**src/common/slps_pkg.sv**
```systemverilog
`default_nettype none
package slps_pkg;
    // Pads that take part in strapping and carry general-purpose functions
    localparam int GPIO_NUM = 11;
    localparam int ADDR_W = 5;

    // Register byte offsets
    localparam logic [4:0] REG_STRAP = 5'h00;
    localparam logic [4:0] REG_GPIO_OUT = 5'h04;
    localparam logic [4:0] REG_GPIO_DRIVE = 5'h08;
    localparam logic [4:0] REG_PULL_UP = 5'h0c;
    localparam logic [4:0] REG_PULL_DOWN = 5'h10;
    localparam logic [4:0] REG_CTRL = 5'h14;
    localparam logic [4:0] REG_GPIO_IN = 5'h18;

    // Strap status fields
    localparam int ST_HOST_LSB = 0;
    localparam int ST_FUSE_BIT = 2;
    localparam int ST_FLASH_PRESENT_BIT = 3;
    localparam int ST_FLASH_VENDOR_BIT = 4;
    localparam int ST_BOOT_ROM_BIT = 5;
    localparam int ST_LEVEL_LSB = 6;
    localparam int ST_XTAL_POL_BIT = 8;
    localparam int ST_DONE_BIT = 31;
    localparam int STRAP_W = 9;

    // Control fields
    localparam int CTRL_REG_PD_DIS_BIT = 0;
    localparam int CTRL_CORE_RUN_BIT = 1;

    // Pad index of each strap on the general-purpose pads
    localparam int PIN_LEVEL0 = 0;
    localparam int PIN_LEVEL1 = 1;
    localparam int PIN_HOST_HI = 6;
    localparam int PIN_FUSE = 7;
    localparam int PIN_FLASH_PRESENT = 8;
    localparam int PIN_BOOT = 9;
    localparam int PIN_FLASH_VENDOR = 10;

    // Pull reset values, normal operation and strap window
    localparam logic [10:0] PULL_UP_RST = 11'h7ae;
    localparam logic [10:0] PULL_DOWN_RST = 11'h041;
    localparam logic [10:0] STRAP_PULL_UP = 11'h2ae;
    localparam logic [10:0] STRAP_PULL_DOWN = 11'h541;
    localparam logic [10:0] GPIO_OUT_RST = 11'h000;
    localparam logic [10:0] GPIO_DRIVE_RST = 11'h000;
    localparam logic [1:0] CTRL_RST = 2'h0;

    // Strap delay after the regulator enable pin goes high
    localparam int CLK_PERIOD_NS = 20;
    localparam int STRAP_DELAY_US = 3000;
    localparam int STRAP_DELAY_CYCLES = (STRAP_DELAY_US * 1000) / CLK_PERIOD_NS;
endpackage
`default_nettype wire

```
**src/hdl/slps_sync.sv**
```systemverilog
`timescale 1ns/100ps
`default_nettype none
module slps_sync #(
    parameter int WIDTH = 1
) (
    input wire logic clk, // System clock
    input wire logic reset, // Synchronous reset, active high
    input wire logic [WIDTH-1:0] d, // Asynchronous inputs
    output logic [WIDTH-1:0] q // Synchronised inputs
);
    typedef struct packed {
        logic [WIDTH-1:0] meta;
        logic [WIDTH-1:0] stable;
    } slps_sync_type;

    slps_sync_type state_ff;
    slps_sync_type nxt_state;

    if (WIDTH < 1) begin : g_bad_width
        $error("slps_sync: WIDTH must be at least 1");
    end

    always_comb begin
        nxt_state.meta = d;
        nxt_state.stable = state_ff.meta;
    end

    always_ff @(posedge clk) begin
        if (reset) begin
            state_ff <= '0;
        end else begin
            state_ff <= nxt_state;
        end
    end

    assign q = state_ff.stable;
endmodule
`default_nettype wire

```
**src/hdl/slps_top.sv**
```systemverilog
// Decided for this implementation: the placing of the registers and the Avalon-MM slave port.
`timescale 1ns/100ps
`default_nettype none
module slps_top #(
    parameter int unsigned STRAP_DELAY_CYCLES = slps_pkg::STRAP_DELAY_CYCLES,
    parameter int CNT_W = 18
) (
    input wire logic clk, // 50 MHz clock
    input wire logic reset, // Power-on reset, high
    // Avalon-MM slave
    input wire logic [slps_pkg::ADDR_W-1:0] address, // Byte address
    input wire logic read, // Read request
    input wire logic write, // Write request
    input wire logic [3:0] byteenable, // Write lanes
    input wire logic [31:0] writedata, // Write data
    output logic [31:0] readdata, // Read data
    output logic waitrequest, // Stall
    // General-purpose strap pads
    input wire logic [slps_pkg::GPIO_NUM-1:0] gpioIn, // Pad levels
    output logic [slps_pkg::GPIO_NUM-1:0] gpioOut, // Pad drive value
    output logic [slps_pkg::GPIO_NUM-1:0] gpioOeN, // Low while driving
    output logic [slps_pkg::GPIO_NUM-1:0] gpioPullUp, // Pull-up on
    output logic [slps_pkg::GPIO_NUM-1:0] gpioPullDown, // Pull-down on
    output logic [slps_pkg::GPIO_NUM-1:0] gpioKeeper, // Keeper on
    // Low host strap pad, alternate function after sampling
    input wire logic hostStrapIn, // Pad level
    output logic hostStrapPullDown, // Strap pull-down
    // Crystal power-up pad
    input wire logic crystalPadIn, // Pad level
    input wire logic crystalRequest, // Crystal wanted
    output logic crystal_powerup_out, // Pad drive value
    output logic crystalPadOeN, // Low while driving
    output logic crystalPadPullDown, // Strap pull-down
    // Regulator enable pad
    input wire logic regulator_enable_in, // Enable pin
    output logic regEnablePullDown, // Pin pull-down
    output logic sectionReset, // Section reset
    output logic regulatorsOn, // Regulators up
    // Latched straps
    output logic strapDone, // Straps latched
    output logic [1:0] hostMode, // Host port mode
    output logic fuseMemoryPowerOn, // Fuse memory power
    output logic flashPresent, // Flash attached
    output logic flashVendorFirst, // Flash command set
    output logic bootFromRom, // ROM boot, remap
    output logic [1:0] power_up_level_strap, // Power manager target
    output logic coreHoldReset // Core held
);
    typedef enum {
        PH_WAIT_POWER,
        PH_COUNT,
        PH_DONE
    } slps_phase_type;

    typedef struct packed {
        slps_phase_type phase;
        logic [CNT_W-1:0] delayCnt;
        logic [slps_pkg::STRAP_W-1:0] straps;
        logic done;
        logic [10:0] outVal;
        logic [10:0] drive;
        logic [10:0] pullUpReg;
        logic [10:0] pullDownReg;
        logic [1:0] ctrl;
        logic ack;
        logic [31:0] rdata;
        logic [10:0] padOut;
        logic [10:0] padOeN;
        logic [10:0] padUp;
        logic [10:0] padDown;
        logic [10:0] padKeep;
        logic hostPd;
        logic xtalOut;
        logic xtalOeN;
        logic xtalPd;
        logic regPd;
        logic powered;
    } slps_state_type;

    localparam logic [CNT_W-1:0] DELAY_LAST = CNT_W'(STRAP_DELAY_CYCLES - 1);

    if (STRAP_DELAY_CYCLES < 1 || STRAP_DELAY_CYCLES > (2 ** CNT_W)) begin : g_bad_delay
        $error("slps_top: STRAP_DELAY_CYCLES does not fit CNT_W");
    end
    if (slps_pkg::GPIO_NUM != 11) begin : g_bad_pads
        $error("slps_top: pad count must be 11");
    end

    slps_state_type state_ff;
    slps_state_type nxt_state;

    logic [10:0] padSync;
    logic hostSync;
    logic xtalSync;
    logic regOnSync;
    logic busReq;

    // Pad levels cross in before any use
    slps_sync #(
        .WIDTH(14)
    ) u_sync (
        .clk(clk),
        .reset(reset),
        .d({regulator_enable_in, crystalPadIn, hostStrapIn, gpioIn}),
        .q({regOnSync, xtalSync, hostSync, padSync})
    );

    function automatic logic [10:0] slps_apply_be(
        input logic [10:0] old,
        input logic [31:0] wd,
        input logic [3:0] be
    );
        logic [10:0] res;
        res = old;
        if (be[0]) begin
            res[7:0] = wd[7:0];
        end
        if (be[1]) begin
            res[10:8] = wd[10:8];
        end
        return res;
    endfunction

    assign busReq = read || write;
    // One wait state on every access
    assign waitrequest = busReq && !state_ff.ack;

    always_comb begin
        nxt_state = state_ff;
        nxt_state.ack = busReq && !state_ff.ack;

        // Read data prepared in the wait cycle, valid at the accepting edge
        if (busReq && !state_ff.ack) begin
            case (address)
                slps_pkg::REG_STRAP: begin
                    nxt_state.rdata = 32'h0;
                    nxt_state.rdata[slps_pkg::STRAP_W-1:0] = state_ff.straps;
                    nxt_state.rdata[slps_pkg::ST_DONE_BIT] = state_ff.done;
                end
                slps_pkg::REG_GPIO_OUT: begin
                    nxt_state.rdata = {21'h0, state_ff.outVal};
                end
                slps_pkg::REG_GPIO_DRIVE: begin
                    nxt_state.rdata = {21'h0, state_ff.drive};
                end
                slps_pkg::REG_PULL_UP: begin
                    nxt_state.rdata = {21'h0, state_ff.pullUpReg};
                end
                slps_pkg::REG_PULL_DOWN: begin
                    nxt_state.rdata = {21'h0, state_ff.pullDownReg};
                end
                slps_pkg::REG_CTRL: begin
                    nxt_state.rdata = {30'h0, state_ff.ctrl};
                end
                slps_pkg::REG_GPIO_IN: begin
                    nxt_state.rdata = {21'h0, padSync};
                end
                default: begin
                    nxt_state.rdata = 32'h0;
                end
            endcase
        end

        // Writes land at the edge where waitrequest is low
        if (write && state_ff.ack) begin
            case (address)
                slps_pkg::REG_GPIO_OUT: begin
                    nxt_state.outVal = slps_apply_be(state_ff.outVal, writedata, byteenable);
                end
                slps_pkg::REG_GPIO_DRIVE: begin
                    nxt_state.drive = slps_apply_be(state_ff.drive, writedata, byteenable);
                end
                slps_pkg::REG_PULL_UP: begin
                    nxt_state.pullUpReg =
                        slps_apply_be(state_ff.pullUpReg, writedata, byteenable);
                end
                slps_pkg::REG_PULL_DOWN: begin
                    nxt_state.pullDownReg =
                        slps_apply_be(state_ff.pullDownReg, writedata, byteenable);
                end
                slps_pkg::REG_CTRL: begin
                    if (byteenable[0]) begin
                        nxt_state.ctrl = writedata[1:0];
                    end
                end
                default: begin
                end
            endcase
        end

        // Strap sequencer; pads are meaningless until the section has power
        case (state_ff.phase)
            PH_WAIT_POWER: begin
                nxt_state.delayCnt = '0;
                if (regOnSync) begin
                    nxt_state.phase = PH_COUNT;
                end
            end
            PH_COUNT: begin
                if (!regOnSync) begin
                    nxt_state.phase = PH_WAIT_POWER;
                end else if (state_ff.delayCnt == DELAY_LAST) begin
                    nxt_state.straps[slps_pkg::ST_HOST_LSB+1] = padSync[slps_pkg::PIN_HOST_HI];
                    nxt_state.straps[slps_pkg::ST_HOST_LSB] = hostSync;
                    nxt_state.straps[slps_pkg::ST_FUSE_BIT] = padSync[slps_pkg::PIN_FUSE];
                    nxt_state.straps[slps_pkg::ST_FLASH_PRESENT_BIT] =
                        padSync[slps_pkg::PIN_FLASH_PRESENT];
                    nxt_state.straps[slps_pkg::ST_FLASH_VENDOR_BIT] =
                        padSync[slps_pkg::PIN_FLASH_VENDOR];
                    nxt_state.straps[slps_pkg::ST_BOOT_ROM_BIT] = padSync[slps_pkg::PIN_BOOT];
                    nxt_state.straps[slps_pkg::ST_LEVEL_LSB+1] = padSync[slps_pkg::PIN_LEVEL1];
                    nxt_state.straps[slps_pkg::ST_LEVEL_LSB] = padSync[slps_pkg::PIN_LEVEL0];
                    nxt_state.straps[slps_pkg::ST_XTAL_POL_BIT] = xtalSync;
                    nxt_state.done = 1'b1;
                    nxt_state.phase = PH_DONE;
                end else begin
                    nxt_state.delayCnt = state_ff.delayCnt + CNT_W'(1);
                end
            end
            PH_DONE: begin
                // Only reset leaves this state, so straps never change again
                nxt_state.phase = PH_DONE;
            end
            default: begin
                nxt_state.phase = PH_WAIT_POWER;
            end
        endcase

        // Section held in reset: software state returns to defaults
        if (!regOnSync) begin
            nxt_state.outVal = slps_pkg::GPIO_OUT_RST;
            nxt_state.drive = slps_pkg::GPIO_DRIVE_RST;
            nxt_state.pullUpReg = slps_pkg::PULL_UP_RST;
            nxt_state.pullDownReg = slps_pkg::PULL_DOWN_RST;
            nxt_state.ctrl = slps_pkg::CTRL_RST;
        end

        nxt_state.powered = regOnSync;
        nxt_state.regPd = !regOnSync || !state_ff.ctrl[slps_pkg::CTRL_REG_PD_DIS_BIT];
        nxt_state.padKeep = regOnSync ? 11'h7ff : 11'h000;

        if (!regOnSync) begin
            // Pads unpowered: released, no pull
            nxt_state.padOut = 11'h000;
            nxt_state.padOeN = 11'h7ff;
            nxt_state.padUp = 11'h000;
            nxt_state.padDown = 11'h000;
            nxt_state.hostPd = 1'b0;
            nxt_state.xtalOut = 1'b0;
            nxt_state.xtalOeN = 1'b1;
            nxt_state.xtalPd = 1'b0;
        end else if (!state_ff.done) begin
            // Strap window: inputs only, pulls give the default levels
            nxt_state.padOut = 11'h000;
            nxt_state.padOeN = 11'h7ff;
            nxt_state.padUp = slps_pkg::STRAP_PULL_UP;
            nxt_state.padDown = slps_pkg::STRAP_PULL_DOWN;
            nxt_state.hostPd = 1'b1;
            nxt_state.xtalOut = 1'b0;
            nxt_state.xtalOeN = 1'b1;
            nxt_state.xtalPd = 1'b1;
        end else begin
            nxt_state.padOut = state_ff.outVal;
            nxt_state.padOeN = ~state_ff.drive;
            // Both pulls asked for: the pull-up wins, never both at once
            nxt_state.padUp = state_ff.pullUpReg;
            nxt_state.padDown = state_ff.pullDownReg & ~state_ff.pullUpReg;
            nxt_state.hostPd = 1'b0;
            nxt_state.xtalOut = crystalRequest ^ state_ff.straps[slps_pkg::ST_XTAL_POL_BIT];
            nxt_state.xtalOeN = 1'b0;
            nxt_state.xtalPd = 1'b0;
        end
    end

    always_ff @(posedge clk) begin
        if (reset) begin
            state_ff.phase <= PH_WAIT_POWER;
            state_ff.delayCnt <= '0;
            state_ff.straps <= '0;
            state_ff.done <= 1'b0;
            state_ff.outVal <= slps_pkg::GPIO_OUT_RST;
            state_ff.drive <= slps_pkg::GPIO_DRIVE_RST;
            state_ff.pullUpReg <= slps_pkg::PULL_UP_RST;
            state_ff.pullDownReg <= slps_pkg::PULL_DOWN_RST;
            state_ff.ctrl <= slps_pkg::CTRL_RST;
            state_ff.ack <= 1'b0;
            state_ff.rdata <= 32'h0;
            state_ff.padOut <= 11'h000;
            state_ff.padOeN <= 11'h7ff;
            state_ff.padUp <= 11'h000;
            state_ff.padDown <= 11'h000;
            state_ff.padKeep <= 11'h000;
            state_ff.hostPd <= 1'b0;
            state_ff.xtalOut <= 1'b0;
            state_ff.xtalOeN <= 1'b1;
            state_ff.xtalPd <= 1'b0;
            state_ff.regPd <= 1'b1;
            state_ff.powered <= 1'b0;
        end else begin
            state_ff <= nxt_state;
        end
    end

    assign readdata = state_ff.rdata;
    assign gpioOut = state_ff.padOut;
    assign gpioOeN = state_ff.padOeN;
    assign gpioPullUp = state_ff.padUp;
    assign gpioPullDown = state_ff.padDown;
    assign gpioKeeper = state_ff.padKeep;
    assign hostStrapPullDown = state_ff.hostPd;
    assign crystal_powerup_out = state_ff.xtalOut;
    assign crystalPadOeN = state_ff.xtalOeN;
    assign crystalPadPullDown = state_ff.xtalPd;
    assign regEnablePullDown = state_ff.regPd;
    assign sectionReset = !state_ff.powered;
    assign regulatorsOn = state_ff.powered;

    assign strapDone = state_ff.done;
    assign hostMode = state_ff.straps[slps_pkg::ST_HOST_LSB+:2];
    assign fuseMemoryPowerOn = state_ff.straps[slps_pkg::ST_FUSE_BIT];
    assign flashPresent = state_ff.straps[slps_pkg::ST_FLASH_PRESENT_BIT];
    assign flashVendorFirst = state_ff.straps[slps_pkg::ST_FLASH_VENDOR_BIT];
    assign bootFromRom = state_ff.straps[slps_pkg::ST_BOOT_ROM_BIT];
    // Level 11 is passed on as strapped; its clock fitness is a board matter
    assign power_up_level_strap = state_ff.straps[slps_pkg::ST_LEVEL_LSB+:2];
    // Core stays in reset whatever the boot source, until software lets it run
    assign coreHoldReset = !state_ff.powered || !state_ff.ctrl[slps_pkg::CTRL_CORE_RUN_BIT];
endmodule
`default_nettype wire

```
**config.mk**
```make
export PLATFORM = sky130hd
export DESIGN_NAME = slps_top
export DESIGN_NICKNAME = d
export VERILOG_FILES = /design/src/common/slps_pkg.sv /design/src/hdl/slps_sync.sv /design/src/hdl/slps_top.sv
export SDC_FILE = /design/constraint.sdc
export NUM_CORES = 1
export LEC_CHECK = 0
export BUFFER_PORTS_ARGS = -buffer_cell sky130_fd_sc_hd__clkbuf_2
export CAP_MARGIN = 20
export CORE_AREA = 2 2 134 136
export DETAILED_ROUTE_END_ITERATION = 12
export DIE_AREA = 0 0 136 138
export GPL_ROUTABILITY_DRIVEN = 0
export PLACE_DENSITY = 0.7
export SETUP_SLACK_MARGIN = 0.4
export SLEW_MARGIN = 40
export SYNTH_ARGS = -nofsm -noshare
export SYNTH_HDL_FRONTEND = slang
export SYNTH_SLANG_ARGS = --single-unit
```
**constraint.sdc**
```tcl
create_clock -name clk -period 3.6 [get_ports clk]
set_input_delay 0.72 -clock clk [delete_from_list [all_inputs] [get_ports clk]]
set_output_delay 0.72 -clock clk [all_outputs]
set_load 0.005 [all_outputs]
```
==> results by group <==
Power
  – Final Power: ~3800 µW
  – Peak VDD IR: between 0.3 and 0.4 mV
  – Power Density: roughly 500 nW/µm²
  – P_leak: 0.003062 µW

Cells and area
  – Synth-to-layout area growth: 11.28%
  – Fin util: ~43%
  – Area of the multi-input gates: 2658 µm²
  – Layout cells sized above 1: a little under a quarter
  – Finished Layout Cells: between 900 and 1k
  – FF+latch area: 3323 µm²
  – Fill cells: ~1.7k
  – Diode count: 0
  – Nets: about 810

Setup path
  – R2R Setup Slk: 1530 ps
  – CP Depth: 4
  – Worst Path Max Fanout: 5
  – Reg2reg path depth: 5
  – Crit start category: primary input
  – CP cell instances: clkbuf_2 -> o21bai_1 -> inv_1 -> clkbuf_2
  – Critical Path RT: 2880 ps
  – Slowest CP cell: o21bai_1
  – Crit path max-delay family: buffers and inverters
  – CP Class: primary input to output port
  – Arrival time at the worst endpoint: roughly 1600 ps
  – CP Buf/Inv Count: 3
  – Most common cell on crit path: clkbuf_2
  – Max incr delay on CP: slightly above 400 ps
  – CP Capture Type: output port

Detailed routing
  – Detail-routed via count per cell: 5.029
  – Via count: between 4k and 5k
  – DR WL/cell: 16.17 µm
  – M1 wire length: between 7 and 8 mm
  – DRT iter0 DRCs: 430
  – Drt pass-1 iters: 6
  – DRC errors left: 0
  – Post-route ant nets: 0
  – Routed WL: ~16 mm
  – Metal3 WL: around 1.2 mm
  – Met2 WL: around 7.3 mm
  – Max layer used: met4

Clock network
  – Clock sinks: between 150 and 200
  – H-Tree Depth: 4
  – CTS Buf Count: 17
  – Hold_buf cts: 0
  – Clock-pin slew on the worst setup and hold paths: around 60 ps
  – Root Buffer: clkbuf_16
  – Clock Tree Buf Depth: 2
  – Post-CTS sizing: 0
  – TritonCTS clock tree: built
  – Worst skew pair latency: around 430 ps
  – Postcts setup bufs: 0

Global routing
  – GRT overflow: 0
  – Number of global-route vias before repair: 4411
  – Tot GR Track Use: ~17%
  – Largest net degree at the start of global routing: 49
  – Global-route wire length before repair: approximately 25 mm
  – Initial antenna violation count: 0

Placement
  – Placed Instances: around 960
  – Number of I/O port buffers: between 100 and 150
  – Post-DP HPWL: roughly 12 mm

Timing
  – Final worst path period share: around 64%
  – Worst slew margin: between 40% and 50%
  – Final setup fails: 0
  – Final Slew Violations: 0
  – Worst-margin pin slew: between 800 and 900 ps
  – Final setup TNS: 0 ps
  – Final min period: around 2300 ps
  – Unrepaired setup endpoints after global routing: false
  – Fmax: around 440 MHz
  – Fin. Hold Viols: 0
  – Worst Clk Skew: about 8 ps

Yosys
  – EDFF count, synth: 0
  – Avg Cell Area, Syn: approximately 9.5 µm²
  – Synthesis-stage register bit count: 166
  – Yosys warns: 0
  – Sequential fraction of the synthesis area: 48.81%
  – Synth cell types: between 60 and 70
  – Ys flop type: dfxtp_1
  – Share of flip-flops with an asynchronous set or reset: 0%
  – Mapped cell area: between 6000 and 7000 µm²
  – Post-Synthesis Cells: a little over 700

Die
  – Ports: 165
  – Site Rows: 49
  – Starting Density: roughly 39%
  – Die width: 136 µm
  – Die H: about 140 µm
  – Core box area: roughly 18000 µm²
  – Die area: 18770 µm²

Run status
  – Status: finished, final reports clean

Min path
  – Type of the most critical hold path: flop to flop
  – Worst Hold Depth: 1

Run
  – Max Cap Violations: 0
[worst register-to-register path: stages, from the launching register on]
cell and delay, ps:
dfxtp_1 480, ha_1 410, nand4_1 240, o21ai_4 520, nor4_1 130, o21a_1 190
[path summary, 6_finish.rpt]
kind / endpoint / from
setup / recovery: waitrequest / write
hold / removal: gpioOeN[0]$_SDFF_PP1_ / state_ff[118]$_SDFFE_PP0P_
setup reg to reg: state_ff[158]$_SDFFE_PP0P_ / state_ff[150]$_SDFFE_PP0P_
hold reg to reg: gpioOeN[0]$_SDFF_PP1_ / state_ff[118]$_SDFFE_PP0P_
[cell usage in the layout (no fill, tap or decap), drive strengths merged, types with 8 or more instances in the layout]
cell type,synthesis,routed
nor3,8,8
mux2i,49,49
a222oi,10,10
a22oi,8,8
dfxtp,166,166
nor2b,31,31
inv,12,17
o21ai,15,15
and3,27,27
conb,1,20
a21oi,29,29
nor2,62,62
buf,103,10
clkbuf,27,139
nand3,27,27
nand2,48,48
[sequential cells by signal, indices dropped and copies added, names as in the netlist, 2 cells and up]
signal and flops:
gpioOeN 11, state_ff 68, gpioOut 11, readdata 12
hostMode 2, gpioPullUp 11, u_sync.nxt_state 14, u_sync.q 14
power_up_level_strap 2, gpioPullDown 11
[cells in the mapped netlist, drive strengths merged (7+ instances only)]
cell    count  area (µm²)
and3       27       168.9
inv        12       45.04
mux2i      49       490.5
nor2b      31       193.9
a22oi       8       60.06
a21oi      29       145.1
clkbuf     27       102.6
buf       103       758.2
nand2      48       180.2
dfxtp     166        3323
nand3      27       135.1
or4         7       52.55
nor3        8       61.31
a222oi     10       100.1
o21ai      15       78.82
or3         7       45.05
nor2       62       237.7
nand4       7       43.79
[through the flow]
stage	worst slack, ps	hold WS [ps]	cell area [µm²]
floorplan	1540	367.8	6879
global placement	1072	396.3	6985
detailed placement	1054	400.1	6993
CTS	1326	410.9	7576
global route	1235	432.2	7576
finish	1303	400.6	7576
[logic make-up after synthesis]
family,share of synthesized area [%]
multiplexers,7.535
adder cells (fa/ha/maj),0.1838
AO/OA/AOI/OAI,10.15
buffers and inverters,13.31
other,0.05508
XOR/XNOR,0.1287
flip-flops,48.81
AND/OR/NAND/NOR,19.83
[power by group]
| group | internal, µW | leakage (µW) | switching (µW) |
|---|---|---|---|
| Combinational | 43.0 | 0.00144 | 77.8 |
| Sequential | 1860 | 0.00135 | 10.0 |
| Clock | 1040 | 0.000282 | 749 |
| Total | 2940 | 0.00306 | 837 |
[area by class of cell]
type | count | share of cell area (%)
inverter | 12 | 0.5945
sequential | 166 | 43.86
clock inverter | 12 | 1.899
tap | 229 | 3.782
multi-input combinational | 425 | 35.08
timing repair buffer | 131 | 8.984
clock buffer | 18 | 5.797
[metal layers]
metal	GRT usage [%]	vias up
met5	0	-
met4	6.250	0
met3	4.327	26
met2	26.21	207
met1	23.79	2312
li1	-	2449
No activity file was read; power rests on OpenSTA's default activity.
